[config.mk]
export PLATFORM = sky130hd
export DESIGN_NAME = motion_event_config_regs
export DESIGN_NICKNAME = d
export VERILOG_FILES = /design/src/include/motion_cfg_pkg.sv /design/src/rtl/motion_event_config_regs.sv
export SDC_FILE = /design/constraint.sdc
export NUM_CORES = 1
export LEC_CHECK = 0
export BUFFER_PORTS_ARGS = -buffer_cell sky130_fd_sc_hd__buf_2
export CAP_MARGIN = 40
export CORE_MARGIN = 4
export CORE_UTILIZATION = 45
export DETAILED_ROUTE_END_ITERATION = 8
export HOLD_SLACK_MARGIN = 0.02
export PLACE_DENSITY = 0.72
export SYNTH_ARGS = -nofsm -noshare
export SYNTH_HDL_FRONTEND = slang
export SYNTH_SLANG_ARGS = --single-unit
[constraint.sdc]
create_clock -name clk -period 3.1 [get_ports clk]
set_clock_uncertainty 0.1 [all_clocks]
set_input_delay 0.155 -clock clk [delete_from_list [all_inputs] [get_ports clk]]
set_output_delay 0.155 -clock clk [all_outputs]
set_load 0.01 [all_outputs]
[src/include/motion_cfg_pkg.sv]
// constants for the motion event configuration register bank
// assumes a 32-bit apb slave, registers on word addresses of index*4
package motion_cfg_pkg;
	// ****************************************************
	// register indices and bus geometry
	// ****************************************************
	localparam int          ADDR_W         = 12;
	localparam int          DATA_W         = 32;
	localparam int          IDX_W          = ADDR_W - 2;
	localparam logic [IDX_W-1:0] IDX_ORIENT_HI  = 10'h066;
	localparam logic [IDX_W-1:0] IDX_FLAT_ANGLE = 10'h067;
	localparam logic [IDX_W-1:0] IDX_FLAT_TIME  = 10'h068;
	localparam logic [IDX_W-1:0] IDX_FOC        = 10'h069;
	localparam logic [IDX_W-1:0] IDX_MISC       = 10'h06A;
	localparam logic [IDX_W-1:0] IDX_IRQ_STAT   = 10'h07C;
	localparam logic [IDX_W-1:0] IDX_IRQ_MASK   = 10'h07D;
	// ****************************************************
	// reset values and writable bit masks
	// ****************************************************
	localparam logic [7:0] RST_ORIENT_HI  = 8'h48;
	localparam logic [7:0] RST_FLAT_ANGLE = 8'h08;
	localparam logic [7:0] RST_FLAT_TIME  = 8'h11;
	localparam logic [7:0] RST_FOC        = 8'h00;
	localparam logic [7:0] RST_MISC       = 8'h00;
	localparam logic [7:0] RST_IRQ        = 8'h00;
	localparam logic [7:0] MSK_ORIENT_HI  = 8'hFF;
	localparam logic [7:0] MSK_FLAT_ANGLE = 8'h3F;
	localparam logic [7:0] MSK_FLAT_TIME  = 8'h37;
	localparam logic [7:0] MSK_FOC        = 8'h7F;
	localparam logic [7:0] MSK_MISC       = 8'h02;
	localparam logic [7:0] MSK_IRQ        = 8'h07;
	// ****************************************************
	// field positions
	// ****************************************************
	localparam int BIT_AXIS_ROT  = 7;
	localparam int BIT_UD_EN     = 6;
	localparam int BIT_HOLD_LO   = 4;
	localparam int BIT_GYR_FOC   = 6;
	localparam int BIT_ACC_X_LO  = 4;
	localparam int BIT_ACC_Y_LO  = 2;
	localparam int BIT_ACC_Z_LO  = 0;
	localparam int BIT_NVM_EN    = 1;
	localparam int IRQ_ORIENT    = 0;
	localparam int IRQ_FLAT      = 1;
	localparam int IRQ_NVM_BLK   = 2;
	// ****************************************************
	// timing
	// ****************************************************
	localparam int CLK_PERIOD_NS = 50;
	localparam int MS_NS         = 1000000;
	localparam int MS_CYCLES     = MS_NS / CLK_PERIOD_NS;
	localparam int HOLD_W        = 12;
	localparam logic [HOLD_W-1:0] HOLD_MS_0 = 12'h000;
	localparam logic [HOLD_W-1:0] HOLD_MS_1 = 12'd640;
	localparam logic [HOLD_W-1:0] HOLD_MS_2 = 12'd1280;
	localparam logic [HOLD_W-1:0] HOLD_MS_3 = 12'd2560;
endpackage : motion_cfg_pkg

[src/rtl/motion_event_config_regs.sv]
// motion event configuration register bank with apb slave
// assumes detector inputs and sensor data are on clk; apb master on clk
`timescale 1ns/1ps
`default_nettype none

// Function
// RL1 - axis rotate bit set maps x<-y, y<-z, z<-x; clear passes axes
// RL2 - up/down change raises orientation event only when its enable is set
// RL3 - six-bit orientation blocking angle field, bits five to zero
// RL4 - six-bit flat angle threshold field sets the flat tilt limit
// RL5 - flat must stay stable 0, 640, 1280 or 2560 ms before event
// RL6 - three-bit flat hysteresis field drives the flat decision
// RL7 - gyro fast calibration bit enables all three gyro axes together
// RL8 - per-axis accel calibration target: off, +1 g, -1 g, 0 g
// RL9 - memory programming passes only while the write allow bit is one
// RL10 - software writes zero to reserved bits, ignores their read value
// RL11 - reset loads every field's printed default
module motion_event_config_regs
	import motion_cfg_pkg::*;
#(
	parameter int SENS_W    = 16,
	parameter int MS_CYC    = MS_CYCLES
) (
	input  wire logic              clk,
	input  wire logic              arst_n,
	input  wire logic              psel,
	input  wire logic              penable,
	input  wire logic              pwrite,
	input  wire logic [ADDR_W-1:0] paddr,
	input  wire logic [DATA_W-1:0] pwdata,
	output logic      [DATA_W-1:0] prdata,
	output logic                   pready,
	output logic                   pslverr,
	input  wire logic [SENS_W-1:0] sensor_x,
	input  wire logic [SENS_W-1:0] sensor_y,
	input  wire logic [SENS_W-1:0] sensor_z,
	output logic      [SENS_W-1:0] reported_x,
	output logic      [SENS_W-1:0] reported_y,
	output logic      [SENS_W-1:0] reported_z,
	input  wire logic              updown_bit,
	input  wire logic              flat_state,
	output logic      [5:0]        orient_block_angle,
	output logic      [5:0]        flat_angle_thr,
	output logic      [2:0]        flat_hysteresis,
	output logic      [2:0]        gyro_foc_en,
	output logic      [1:0]        acc_foc_x,
	output logic      [1:0]        acc_foc_y,
	output logic      [1:0]        acc_foc_z,
	input  wire logic              nvm_prog_req,
	output logic                   nvm_prog_go,
	output logic                   irq
);

	// ****************************************************
	// register storage
	// ****************************************************
	logic [7:0]         orient_hi_ff;
	logic [7:0]         flat_angle_ff;
	logic [7:0]         flat_time_ff;
	logic [7:0]         fast_cal_ff;
	logic [7:0]         misc_ff;
	logic [7:0]         irq_stat_ff;
	logic [7:0]         irq_mask_ff;
	logic [DATA_W-1:0]  prdata_ff;
	logic [IDX_W-1:0]   idx;
	logic               wr_acc;
	logic               rd_acc;
	logic               hit;
	logic [7:0]         rd_byte;
	logic [7:0]         wbyte;
	logic [7:0]         events;
	logic [7:0]         nxt_irq_stat;

	assign idx    = paddr[ADDR_W-1:2];
	assign wbyte  = pwdata[7:0];
	assign pready = 1'b1;
	assign wr_acc = psel & penable & pwrite & hit;
	// read data captured in setup so it stands in the access cycle
	assign rd_acc = psel & ~penable & ~pwrite;

	always_comb begin
		hit     = 1'b1;
		rd_byte = 8'h00;
		case (idx)
			IDX_ORIENT_HI:  rd_byte = orient_hi_ff;
			IDX_FLAT_ANGLE: rd_byte = flat_angle_ff;
			IDX_FLAT_TIME:  rd_byte = flat_time_ff;
			IDX_FOC:        rd_byte = fast_cal_ff;
			IDX_MISC:       rd_byte = misc_ff;
			IDX_IRQ_STAT:   rd_byte = irq_stat_ff;
			IDX_IRQ_MASK:   rd_byte = irq_mask_ff;
			default:        hit     = 1'b0;
		endcase
	end

	assign pslverr = psel & penable & ~hit & (paddr[1:0] == 2'b00)
		| psel & penable & (paddr[1:0] != 2'b00);

	// ****************************************************
	// configuration writes
	// ****************************************************
	// reserved bits are masked off and read as zero [RL10]
	always_ff @(posedge clk or negedge arst_n) begin
		if (!arst_n) begin
			orient_hi_ff  <= RST_ORIENT_HI; // [RL11]
			flat_angle_ff <= RST_FLAT_ANGLE; // [RL11]
			flat_time_ff  <= RST_FLAT_TIME; // [RL11]
			fast_cal_ff   <= RST_FOC; // [RL11]
			misc_ff       <= RST_MISC; // [RL11]
			irq_mask_ff   <= RST_IRQ;
		end else if (wr_acc && paddr[1:0] == 2'b00) begin
			case (idx)
				IDX_ORIENT_HI:  orient_hi_ff  <= wbyte & MSK_ORIENT_HI;
				IDX_FLAT_ANGLE: flat_angle_ff <= wbyte & MSK_FLAT_ANGLE;
				IDX_FLAT_TIME:  flat_time_ff  <= wbyte & MSK_FLAT_TIME;
				IDX_FOC:        fast_cal_ff   <= wbyte & MSK_FOC;
				IDX_MISC:       misc_ff       <= wbyte & MSK_MISC;
				IDX_IRQ_MASK:   irq_mask_ff   <= wbyte & MSK_IRQ;
				default: ;
			endcase
		end
	end

	// ****************************************************
	// read data
	// ****************************************************
	always_ff @(posedge clk or negedge arst_n) begin
		if (!arst_n) begin
			prdata_ff <= '0;
		end else if (rd_acc && paddr[1:0] == 2'b00) begin
			prdata_ff <= {{(DATA_W-8){1'b0}}, rd_byte};
		end else if (rd_acc) begin
			prdata_ff <= '0;
		end
	end

	always_comb begin
		prdata = prdata_ff;
	end

	// ****************************************************
	// configuration outputs
	// ****************************************************
	assign orient_block_angle = orient_hi_ff[5:0]; // [RL3]
	assign flat_angle_thr     = flat_angle_ff[5:0]; // [RL4]
	assign flat_hysteresis    = flat_time_ff[2:0]; // [RL6]
	assign gyro_foc_en        = {3{fast_cal_ff[BIT_GYR_FOC]}}; // [RL7]
	assign acc_foc_x = fast_cal_ff[BIT_ACC_X_LO +: 2]; // [RL8]
	assign acc_foc_y = fast_cal_ff[BIT_ACC_Y_LO +: 2]; // [RL8]
	assign acc_foc_z = fast_cal_ff[BIT_ACC_Z_LO +: 2]; // [RL8]
	assign nvm_prog_go = nvm_prog_req & misc_ff[BIT_NVM_EN]; // [RL9]

	// ****************************************************
	// axis remapping
	// ****************************************************
	always_ff @(posedge clk or negedge arst_n) begin
		if (!arst_n) begin
			reported_x <= '0;
			reported_y <= '0;
			reported_z <= '0;
		end else if (orient_hi_ff[BIT_AXIS_ROT]) begin
			reported_x <= sensor_y; // [RL1]
			reported_y <= sensor_z; // [RL1]
			reported_z <= sensor_x; // [RL1]
		end else begin
			reported_x <= sensor_x; // [RL1]
			reported_y <= sensor_y; // [RL1]
			reported_z <= sensor_z; // [RL1]
		end
	end

	// ****************************************************
	// up/down change detect
	// ****************************************************
	logic updown_prev_ff;
	logic ud_event;

	always_ff @(posedge clk or negedge arst_n) begin
		if (!arst_n) begin
			updown_prev_ff <= 1'b0;
		end else begin
			updown_prev_ff <= updown_bit;
		end
	end

	assign ud_event = (updown_bit ^ updown_prev_ff)
		& orient_hi_ff[BIT_UD_EN]; // [RL2]

	// ****************************************************
	// millisecond tick
	// ****************************************************
	logic [31:0] ms_div_ff;
	logic        ms_tick;

	assign ms_tick = (ms_div_ff == 32'(MS_CYC - 1));

	always_ff @(posedge clk or negedge arst_n) begin
		if (!arst_n) begin
			ms_div_ff <= '0;
		end else if (ms_tick) begin
			ms_div_ff <= '0;
		end else begin
			ms_div_ff <= ms_div_ff + 32'h1;
		end
	end

	// ****************************************************
	// flat hold timer
	// ****************************************************
	logic              flat_prev_ff;
	logic              flat_armed_ff;
	logic [HOLD_W-1:0] hold_cnt_ff;
	logic [HOLD_W-1:0] hold_target;
	logic              flat_event;

	always_comb begin
		case (flat_time_ff[BIT_HOLD_LO +: 2]) // [RL5]
			2'b00:   hold_target = HOLD_MS_0;
			2'b01:   hold_target = HOLD_MS_1;
			2'b10:   hold_target = HOLD_MS_2;
			2'b11:   hold_target = HOLD_MS_3;
			default: hold_target = HOLD_MS_0;
		endcase
	end

	assign flat_event = flat_armed_ff & (flat_state == flat_prev_ff)
		& (hold_cnt_ff >= hold_target); // [RL5]

	always_ff @(posedge clk or negedge arst_n) begin
		if (!arst_n) begin
			flat_prev_ff  <= 1'b0;
			flat_armed_ff <= 1'b0;
			hold_cnt_ff   <= '0;
		end else begin
			flat_prev_ff <= flat_state;
			if (flat_state != flat_prev_ff) begin
				flat_armed_ff <= 1'b1;
				hold_cnt_ff   <= '0;
			end else if (flat_event) begin
				flat_armed_ff <= 1'b0;
			end else if (flat_armed_ff && ms_tick) begin
				hold_cnt_ff <= hold_cnt_ff + 12'h001;
			end
		end
	end

	// ****************************************************
	// interrupt status and output
	// ****************************************************
	always_comb begin
		events              = 8'h00;
		events[IRQ_ORIENT]  = ud_event;
		events[IRQ_FLAT]    = flat_event;
		events[IRQ_NVM_BLK] = nvm_prog_req & ~misc_ff[BIT_NVM_EN];
		nxt_irq_stat        = irq_stat_ff;
		if (wr_acc && idx == IDX_IRQ_STAT && paddr[1:0] == 2'b00) begin
			nxt_irq_stat = irq_stat_ff & ~wbyte;
		end
		// set wins over a clear in the same cycle
		nxt_irq_stat = (nxt_irq_stat | events) & MSK_IRQ;
	end

	always_ff @(posedge clk or negedge arst_n) begin
		if (!arst_n) begin
			irq_stat_ff <= RST_IRQ;
		end else begin
			irq_stat_ff <= nxt_irq_stat;
		end
	end

	assign irq = |(irq_stat_ff & irq_mask_ff);

	// ****************************************************
	// assertions
	// ****************************************************
	a_remap_on: assert property ( // [RL1]
		@(posedge clk) disable iff (!arst_n)
		orient_hi_ff[BIT_AXIS_ROT] |=> reported_x == $past(sensor_y)
			&& reported_z == $past(sensor_x))
		else $error("rotated axes not mapped");

	a_remap_off: assert property ( // [RL1]
		@(posedge clk) disable iff (!arst_n)
		!orient_hi_ff[BIT_AXIS_ROT] |=> reported_y == $past(sensor_y))
		else $error("axes not passed through");

	a_updown_raise: assert property ( // [RL2]
		@(posedge clk) disable iff (!arst_n)
		orient_hi_ff[BIT_UD_EN] && $changed(updown_bit)
			|=> irq_stat_ff[IRQ_ORIENT])
		else $error("up/down change lost");

	a_updown_masked: assert property ( // [RL2]
		@(posedge clk) disable iff (!arst_n)
		!orient_hi_ff[BIT_UD_EN] && !irq_stat_ff[IRQ_ORIENT]
			&& !flat_event && !(wr_acc && idx == IDX_ORIENT_HI)
			|=> !irq_stat_ff[IRQ_ORIENT])
		else $error("masked up/down change raised");

	a_block_angle: assert property ( // [RL3]
		@(posedge clk) disable iff (!arst_n)
		wr_acc && idx == IDX_ORIENT_HI && paddr[1:0] == 2'b00
			|=> orient_block_angle == $past(pwdata[5:0]))
		else $error("blocking angle not stored");

	a_flat_thr: assert property ( // [RL4]
		@(posedge clk) disable iff (!arst_n)
		wr_acc && idx == IDX_FLAT_ANGLE && paddr[1:0] == 2'b00
			|=> flat_angle_thr == $past(pwdata[5:0]))
		else $error("flat threshold not stored");

	a_acc_target: assert property ( // [RL8]
		@(posedge clk) disable iff (!arst_n)
		wr_acc && idx == IDX_FOC && paddr[1:0] == 2'b00
			|=> acc_foc_x == $past(pwdata[BIT_ACC_X_LO +: 2]))
		else $error("accel target not stored");

	a_flat_zero: assert property ( // [RL5]
		@(posedge clk) disable iff (!arst_n)
		flat_time_ff[BIT_HOLD_LO +: 2] == 2'b00 && $changed(flat_state)
			##1 $stable(flat_state) && $stable(flat_time_ff)
			|=> irq_stat_ff[IRQ_FLAT])
		else $error("zero hold flat event missing");

	a_flat_early: assert property ( // [RL5]
		@(posedge clk) disable iff (!arst_n)
		flat_time_ff[BIT_HOLD_LO +: 2] != 2'b00 && $changed(flat_state)
			&& !(wr_acc && idx == IDX_FLAT_TIME)
			|=> !flat_event)
		else $error("flat event before hold time");

	a_gyro_all: assert property ( // [RL7]
		@(posedge clk) disable iff (!arst_n)
		fast_cal_ff[BIT_GYR_FOC] |-> gyro_foc_en == 3'b111)
		else $error("gyro axes not enabled together");

	a_nvm_block: assert property ( // [RL9]
		@(posedge clk) disable iff (!arst_n)
		!misc_ff[BIT_NVM_EN] |-> !nvm_prog_go)
		else $error("programming not blocked");

	a_nvm_blk_flag: assert property ( // [RL9]
		@(posedge clk) disable iff (!arst_n)
		nvm_prog_req && !misc_ff[BIT_NVM_EN]
			|=> irq_stat_ff[IRQ_NVM_BLK])
		else $error("blocked request not flagged");

	a_reset_vals: assert property ( // [RL11]
		@(posedge clk)
		$rose(arst_n) |-> orient_hi_ff == RST_ORIENT_HI
			&& flat_time_ff == RST_FLAT_TIME)
		else $error("reset defaults wrong");

endmodule : motion_event_config_regs

`default_nettype wire

# --- Yosys cells after proc, flatten, opt, wreduce, memory -nomap -nowiden ---
# Index checks and enable logic that the tools add are counted.
classes:
  add_sub_neg: 2
  magnitude_cmp: 1
  n_eq_ne: 14
  n_mux: 15
  n_bitwise: 23
  n_reduce_logical: 20
op_table:
  columns: ["operator", "n"]
  rows:
  - ["$mux 32", 3]
  - ["$eq 10x7->1 const B", 7]
  - ["$pmux 8 s7", 1]
  - ["$mux 16", 3]
  - ["$pmux 12 s4", 1]
  - ["$mux 12", 3]
  - ["$add 32x1->32 const B", 1]
  - ["$eq 32x15->1 const B", 1]
  - ["$reduce_and 2->1", 7]
  - ["$and 1x1->1", 13]
  - ["$add 12x1->12 const B", 1]
  - ["$ge 12x12->1", 1]
  - ["$reduce_bool 2->1", 4]
  - ["$reduce_or 8->1", 1]
  - ["$reduce_or 7->1", 1]
  - ["$and 3x3->3", 2]
  - ["$logic_and 1x1->1", 5]
  - ["$eq 2x2->1 const B", 2]
  - ["$logic_not 2->1", 2]
  - ["$not 1->1", 4]
  - ["$mux 1", 3]
  - ["$mux 3", 1]
  - ["$not 3->3", 1]
  - ["$or 3x3->3", 1]
  - ["6 further kinds", 6]
totals:
  register_bits: 160
  inputBits: 100
  wordCells: 91

# --- Depth between registers and ports, before layout ---
# Gate-level depths: netlist of run 1.
logic_depth:
  word_depth: 8
  ltp_mapped: 10
  depth_no_buf: 8

# --- Least setup slack after synthesis of run 1 ---
# OpenSTA, ideal clock, no wires.
synth_path:
  path_kind: "register to register"
  startpoint: "register flat_time_ff[4]"
  endpoint: "register hold_cnt_ff[11]"
  setup_ns: 0.078
  t_arrival_ns: 2.276
  required_time_ns: 2.922
  path_slack_ns: 0.646
  stages_incl_launch_ff: 9
  n_path_buf: 1
  cell_sequence: "dfstp_2 nand2_1 ha_1 a21oi_1 nand4_1 a31o_2 buf_2 or4b_2 a21oi_1"
synth_between:
  elab_chain_cells: 6
  elab_cells_between_ends: 9
  classes_between: "1 x order compare; 4 x eq/ne; 1 x mux; 1 x bitwise; 2 x reduce/logical"
synth_lines:
  columns: ["element", "line_no", "text"]
  rows:
  - ["start, declared", "motion_event_config_regs.sv:59", "logic [7:0] flat_time_ff;"]
  - ["start signal, assigned", "motion_event_config_regs.sv:115", "IDX_FLAT_TIME: flat_time_ff <= wbyte & MSK_FLAT_TIME;"]
  - ["$eq 2x2->1 (tied with other cells)", "motion_event_config_regs.sv:217", "case (flat_time_ff[BIT_HOLD_LO +: 2])"]
  - ["$pmux 12 s4 (*)", "motion_event_config_regs.sv:217", null]
  - ["$ge 12x12->1 (*)", "motion_event_config_regs.sv:227", "& (hold_cnt_ff >= hold_target);"]
  - ["$and 1x1->1 (*)", "motion_event_config_regs.sv:227", null]
  - ["$ne 2x1->1 (no source line) (*)", null, null]
  - ["$reduce_and 2->1 (no source line) (*)", null, null]
  - ["end signal, assigned", "motion_event_config_regs.sv:242", "hold_cnt_ff <= hold_cnt_ff + 12'h001;"]
  - ["end, declared", "motion_event_config_regs.sv:212", "logic [HOLD_W-1:0] hold_cnt_ff;"]
# Every way passes the cells marked *; elsewhere a longest branch is shown, timed or not. The select of a mux whose other input is x is not followed.
# A chain may end at the register's enable or synchronous reset.

# --- Worst setup path in the final report of run 1 ---
layout_path:
  startpoint: "input paddr[1]"
  endpoint: "register irq_stat_ff[2]"
layout_between:
  elab_chain_cells: 4
layout_lines:
  columns: ["element", "line_no", "text"]
  rows:
  - ["start, declared", "motion_event_config_regs.sv:29", "input wire logic [ADDR_W-1:0] paddr,"]
  - ["$logic_not 2->1", "motion_event_config_regs.sv:256", "if (wr_acc && idx == IDX_IRQ_STAT && paddr[1:0] == 2'b00) begin"]
  - ["$logic_and 1x1->1", "motion_event_config_regs.sv:256", null]
  - ["$mux 3", "motion_event_config_regs.sv:256", null]
  - ["$or 3x3->3", "motion_event_config_regs.sv:260", "nxt_irq_stat = (nxt_irq_stat | events) & MSK_IRQ;"]
  - ["via nxt_irq_stat[2]", "motion_event_config_regs.sv:72", "logic [7:0] nxt_irq_stat;"]
  - ["end signal, assigned", "motion_event_config_regs.sv:267", "irq_stat_ff <= nxt_irq_stat;"]
  - ["end, declared", "motion_event_config_regs.sv:62", "logic [7:0] irq_stat_ff;"]
# The timed path passes the listed nets, and every way through them passes these cells.

==> impl_metrics.py, run 1 <==
metrics = {
    "yosys": {
        "netlist_area_sq_mm": 0.00645,
        "synth_area_per_cell_sq_um": 11.6,
        "yosysTopAreaCell": "dfrtp_1",
        "ys_seq_area_share_pct": 52.9,
        "synth_warnings": 0,
        "async_flop_share_pct": 100,
        "synth_edf_count": 0,
        "synth_ff_type": "dfrtp_1",
        "synth-seq-cells": 136,
        "synth_top_area_share_pct": 50.8,
        "ys_types": 56,
        "synthCells": 554,
        "yosys-top-cells-area": "dfrtp_1 51%, mux2_2 13%, buf_4 4.3%",
    },
    "grt": {
        "grt.overflow.total": 0,
        "grt_max_degree": 60,
        "antenna_found_initial": 0,
        "track_usage_pct": 21.9,
        "grt_pass1_vias": 5539,
        "grt_first_pass_wirelength_microns": 28200,
    },
    "timing": {
        "setup_viol": 0,
        "drv_slew": 0,
        "finalWorstSetupSlack_ns": 0.192,
        "rsz0062_at_grt": "no",
        "finalCritPeriodShare_pct": 93.8,
        "max_freq_ghz": 0.344,
        "worstMarginPinSlew_ns": 0.832,
        "finalSetupTns_ns": 0,
        "maxSlewHeadroom_pct": 44.4,
        "finalHoldViolations": 0,
        "period_minus_slack_ns": 2.91,
    },
    "floorplan": {
        "start_util_pct": 46.3,
        "pin_count": 208,
        "dieWidth_microns": 128,
        "die_h_microns": 128,
        "die-area_sq_mm": 0.0163,
        "core-area_sq_mm": 0.0139,
        "rows": 43,
    },
    "place": {
        "placed_area_sq_mm": 0.00729,
        "gp_congestion": 0.846,
        "io_buffers": 158,
        "pre_cts_slack_ns": 0.489,
        "detailed_place_hpwl_microns": 11000,
    },
    "power": {
        "p_leak_uw": 0.00409,
        "power_uw": 4200,
        "powerDensity_mw_per_mm2": 484,
        "swShare_pct": 22.0,
        "p_int_uw": 3280,
        "switchingPower_uw": 923,
        "peakVddDrop_v": 0.000393,
        "clock_power_share_pct": 48.6,
        "p_seq_share_pct": 43.5,
        "combPwrFrac_pct": 7.9,
    },
    "cells_and_area": {
        "utilization_pct": 62.3,
        "antenna_cells": 0,
        "syn_to_final_growth_pct": 34.6,
        "drive_above_1_share_pct": 36.1,
        "nets": 898,
        "final_area_sq_mm": 0.00869,
        "multi_input_area_sq_mm": 0.00273,
        "fill_cells": 1039,
        "final_common_cell": "buf_2",
        "layout_common_cells": "157 x buf_2, 130 x dfrtp_1, 80 x dlygate4sd3_1",
        "regArea_sq_mm": 0.00341,
    },
    "min_path": {
        "holdCritPathClass": "input port to flop",
    },
    "worst_setup_path": {
        "cp.arrival_ns": 3.09,
        "rrSetupSlack_ns": 0.39,
        "critPathCaptureType": "flop",
        "timing.rr.end": "hold_cnt_ff[5]",
        "startpoint": "paddr[1]",
        "cp-endpoint": "irq_stat_ff[2]",
        "worstPathMaxFanout": 7,
        "start_kind": "input port",
        "timing.rr.start": "flat_time_ff[4]",
        "critPathRequiredTime_ns": 3.28,
        "reg2reg_depth": 8,
        "crit_type": "input port to flop",
    },
    "cts": {
        "postCtsHoldBufs": 80,
        "cts_made_buffers": 17,
        "clock-sinks": 136,
        "cts_tree": "built",
        "post_cts_resize_count": 0,
        "clk_pin_slew_ns": 0.05,
        "cts_max_path_buffers": 2,
        "clock_latency_ns": 0.41,
        "cts_root_buf": "clkbuf_16",
        "post_cts_buffers": 0,
        "h-tree-depth": 4,
    },
    "detailed_routing": {
        "firstDrtPassIters": 4,
        "vias": 5177,
        "dr.first_iter.drc_count": 263,
        "drtAntennaViolNets": 0,
        "drt-wirelength-per-cell_microns": 17.8,
        "routed_wirelength_microns": 17500,
        "drc_errors": 0,
        "viasPerCell": 5.27,
    },
    "outcome": {
        "status": "finished, final reports clean",
    },
    "run": {
        "drv_cap": 0,
    },
}
## how the worst min path moves through the flow
stage               from             end  slack [ns]  cells after the start
4_1_cts        paddr[10]       prdata[0]        0.02                      4
2_1_floorplan     arst_n  fast_cal_ff[0]       -0.24                      0
3_3_place_gp      arst_n   reported_x[0]        0.15                      1
5_1_grt        paddr[10]       prdata[0]        0.03                      4
3_5_place_dp      arst_n   reported_y[1]        0.16                      1
6_report       paddr[10]       prdata[0]        0.04                      4
## sequential cells by signal, indices dropped and copies added (netlist names)
register / count
reported_y: 16
irq_stat_ff: 3
flat_time_ff: 5
updown_prev_ff: 1
flat_prev_ff: 1
flat_armed_ff: 1
misc_ff: 1
fast_cal_ff: 7
irq_mask_ff: 3
reported_z: 16
reported_x: 16
hold_cnt_ff: 12
ms_div_ff: 32
flat_angle_ff: 6
orient_hi_ff: 8
prdata: 8
## synth_stat cells, types with 2 or more instances
cell and instances:
buf_2 4, or4b_2 4, dfstp_2 5, a31o_2 2, nor4_1 10, and4_1 4, nand4_1 15, inv_1 15
or3_1 3, mux2i_1 7, a22o_1 2, nand3_1 17, a221oi_1 2, nor3_4 2, buf_1 2, or4_1 5
a21oi_1 17, xor2_1 15, nor2_1 27, buf_4 37, or4b_1 2, clkbuf_1 10, nor4b_1 2, nand2_1 41
a21boi_0 2, nand3b_1 2, conb_1 2, o41ai_1 4, mux2_2 77, and2_1 4, o21ai_0 12, ha_1 8
and3_1 9, a22oi_1 6, xnor2_1 18, dfrtp_1 131, o31ai_1 4, nor3_1 7
## routing by layer
metal	GRT usage [%]	wire [microns]
met1	25.1	6610
met2	38.9	9300
met3	6.46	1200
met4	7.87	414
met5	0	0
## worst max-delay path: stages
cell and delay [ns]:
dlygate4sd3_1 0.54, buf_2 0.12, nor2_1 0.24, nand4_1 0.43
nor4_1 0.76, nand2_1 0.11, a22o_1 0.19, dlygate4sd3_1 0.55
## through the flow
step | cells | hold slack, ns
floorplan | 577 | -0.241
global placement | 870 | 0.147
detailed placement | 871 | 0.157
CTS | 983 | 0.0229
global route | 983 | 0.0347
finish | 983 | 0.0372
## final cells by class
type                            count  share of cell area (%)
Sequential cell                   136                    39.3
Multi-Input combinational cell    373                    31.4
Timing Repair Buffer              247                    19.3
Clock buffer                       23                    5.39
Tap cell                          180                    2.59
Clock inverter                      9                    1.41
Inverter                           15                   0.648
## power groups by stage
stage          Sequential, uW  Combinational [uW]  Clock (uW)
2_1_floorplan            1870                96.8           0
3_5_place_dp             1860                 242           0
4_1_cts                  1830                 321        2050
3_3_place_gp             1860                 235           0
6_report                 1830                 332        2040
5_1_grt                  1830                 361        2160
## kinds of logic (layout without fill, tap and decap cells)
kind of cell / count (synthesis) / in the layout / share of synthesized area, %
and+or+nand+nor: 163 / 163 / 14.1
DFF: 136 / 136 / 52.9
muxes: 84 / 84 / 14.5
other: 2 / 25 / 0.116
AOI/OAI and AO/OA: 60 / 60 / 6.23
xor gates and xnor gates: 33 / 33 / 4.48
adders and majority gates: 8 / 8 / 1.55
buffers and inverters: 68 / 294 / 6.19
No activity file was read; power rests on OpenSTA's default activity.
==> run 2, diff against run 1 <==
- CORE_ASPECT_RATIO: default -> 1.5
==> impl_metrics.py, run 2 (same netlist as run 1, synthesis figures left out) <==
metrics = {
    "detailed_routing": {
        "viasPerCell": 5.16,
        "vias": 5140,
        "drtAntennaViolNets": 0,
        "dr.first_iter.drc_count": 234,
        "routed_wirelength_microns": 16900,
        "drc_errors": 0,
        "drt-wirelength-per-cell_microns": 16.9,
        "firstDrtPassIters": 4,
    },
    "cts": {
        "cts_made_buffers": 17,
        "cts_max_path_buffers": 2,
        "clock-sinks": 136,
        "h-tree-depth": 4,
        "post_cts_resize_count": 0,
        "clk_pin_slew_ns": 0.06,
        "cts_root_buf": "clkbuf_16",
        "clock_latency_ns": 0.41,
        "cts_tree": "built",
    },
    "power": {
        "p_leak_uw": 0.00409,
        "peakVddDrop_v": 0.000311,
        "powerDensity_mw_per_mm2": 479,
    },
    "cells_and_area": {
        "fill_cells": 1128,
        "nets": 899,
        "antenna_cells": 0,
        "top_register": "ms_div_ff",
        "largest_reg_flops": 32,
        "syn_to_final_growth_pct": 35.5,
        "drive_above_1_share_pct": 36.2,
        "final_common_cell": "buf_2",
        "layout_common_cells": "157 x buf_2, 130 x dfrtp_1, 84 x dlygate4sd3_1",
    },
    "worst_setup_path": {
        "worstPathMaxFanout": 20,
        "critPathCaptureType": "flop",
        "crit_type": "flop to flop",
        "critPathRequiredTime_ns": 3.32,
        "timing.rr.start": "flat_time_ff[4]",
        "reg2reg_depth": 7,
        "rrSetupSlack_ns": 0.50,
        "start_kind": "flop",
        "timing.rr.end": "hold_cnt_ff[11]",
        "cp.arrival_ns": 2.82,
    },
    "min_path": {
        "holdCritPathClass": "input port to flop",
        "min_from": "pwrite",
        "min_delay_path_depth": 4,
        "min_to": "prdata[1]",
    },
    "timing": {
        "period_minus_slack_ns": 2.60,
        "setup_viol": 0,
        "finalHoldViolations": 0,
        "rsz0062_at_grt": "no",
        "worstMarginPinSlew_ns": 0.788,
        "finalCritPeriodShare_pct": 83.9,
        "maxSlewHeadroom_pct": 47.3,
        "finalSetupTns_ns": 0,
        "whs_ns": 0.150,
        "finalWorstSetupSlack_ns": 0.500,
        "max_freq_ghz": 0.385,
        "drv_slew": 0,
    },
    "outcome": {
        "status": "finished, final reports clean",
    },
    "grt": {
        "grt.overflow.total": 0,
        "antenna_found_initial": 0,
        "track_usage_pct": 21.0,
        "grt_pass1_vias": 5506,
        "grt_first_pass_wirelength_microns": 27300,
        "grt_max_degree": 67,
    },
    "place": {
        "io_buffers": 158,
        "pre_cts_slack_ns": 0.512,
        "detailed_place_hpwl_microns": 11900,
        "gp_congestion": 0.909,
    },
    "floorplan": {
        "rows": 53,
        "pin_count": 208,
        "dieWidth_microns": 106,
        "die-area_sq_mm": 0.0164,
        "die_h_microns": 155,
        "start_util_pct": 45.9,
        "core-area_sq_mm": 0.0141,
    },
    "run": {
        "drv_cap": 0,
    },
}
run 2: changes by cell type in the layout (fill, tap and decap cells not counted), sizes merged:
| cell | before | now |
|---|---|---|
| clkinv | 5 | 4 |
| buf | 167 | 164 |
| dlygate4sd3 | 80 | 84 |
| clkbuf | 23 | 18 |
| bufinv | 3 | 2 |
| inv | 15 | 20 |
| clkinvlp | 1 | 3 |
run 2: worst max-delay path by stage:
stage / startpoint / to / slack, ns / depth (start not counted)
2_1_floorplan: flat_time_ff[4] / hold_cnt_ff[11] / 0.65 / 8
3_3_place_gp: flat_time_ff[4] / hold_cnt_ff[4] / 0.56 / 7
3_5_place_dp: ms_div_ff[29] / hold_cnt_ff[6] / 0.51 / 5
4_1_cts: flat_time_ff[4] / hold_cnt_ff[11] / 0.50 / 7
5_1_grt: flat_time_ff[4] / hold_cnt_ff[11] / 0.31 / 7
6_report: flat_time_ff[4] / hold_cnt_ff[11] / 0.50 / 7
run 2: layout make-up:
| cell class | instances | area, sq um | share of cell area [%] |
|---|---|---|---|
| repair buffers | 248 | 1700 | 19.5 |
| inverters | 15 | 56.3 | 0.644 |
| multi-input cells | 373 | 2730 | 31.2 |
| flip-flops and latches | 136 | 3410 | 39.0 |
| well taps | 192 | 240 | 2.75 |
| clock buffers | 18 | 439 | 5.02 |
| clock inverters | 14 | 164 | 1.87 |
run 2: layer usage:
| layer | global-route usage (%) | vias up | wire length (microns) |
|---|---|---|---|
| li1 | - | 2400 | - |
| met1 | 22.3 | 2534 | 6130 |
| met2 | 39.1 | 161 | 9330 |
| met3 | 4.09 | 45 | 699 |
| met4 | 10.5 | 0 | 713 |
| met5 | 0 | - | 0 |
run 2: what timing repair did:
action                    in CTS  in global routing
hold buffers                  84                  0
setup buffers                  0                  0
hold endpoints to repair     121                  0
run 2: per-stage QoR:
stage                     std cells  power (uW)  util, %  area (sq um)
after floorplan                 577        1970        -          6540
after global placement          879        2090     51.8          7280
after detailed placement        880        2100     51.9          7300
after CTS                       996        4220     62.2          8740
after global routing            996        4330     62.2          8740
final                           996        4190     62.2          8740
run 2: report_power, final:
group          switching [uW]  internal (uW)
Sequential               14.5           1810
Combinational             164            167
Clock                     803           1230
Total                     981           3210
run 2: worst max-delay path, stage by stage (launching register included):
cell and delay [ns]:
dfstp_2 0.54, nand2_1 0.06, ha_1 0.32, a21oi_1 0.18
nand4_1 0.14, a31o_2 0.36, or4b_2 0.66, a21oi_1 0.16
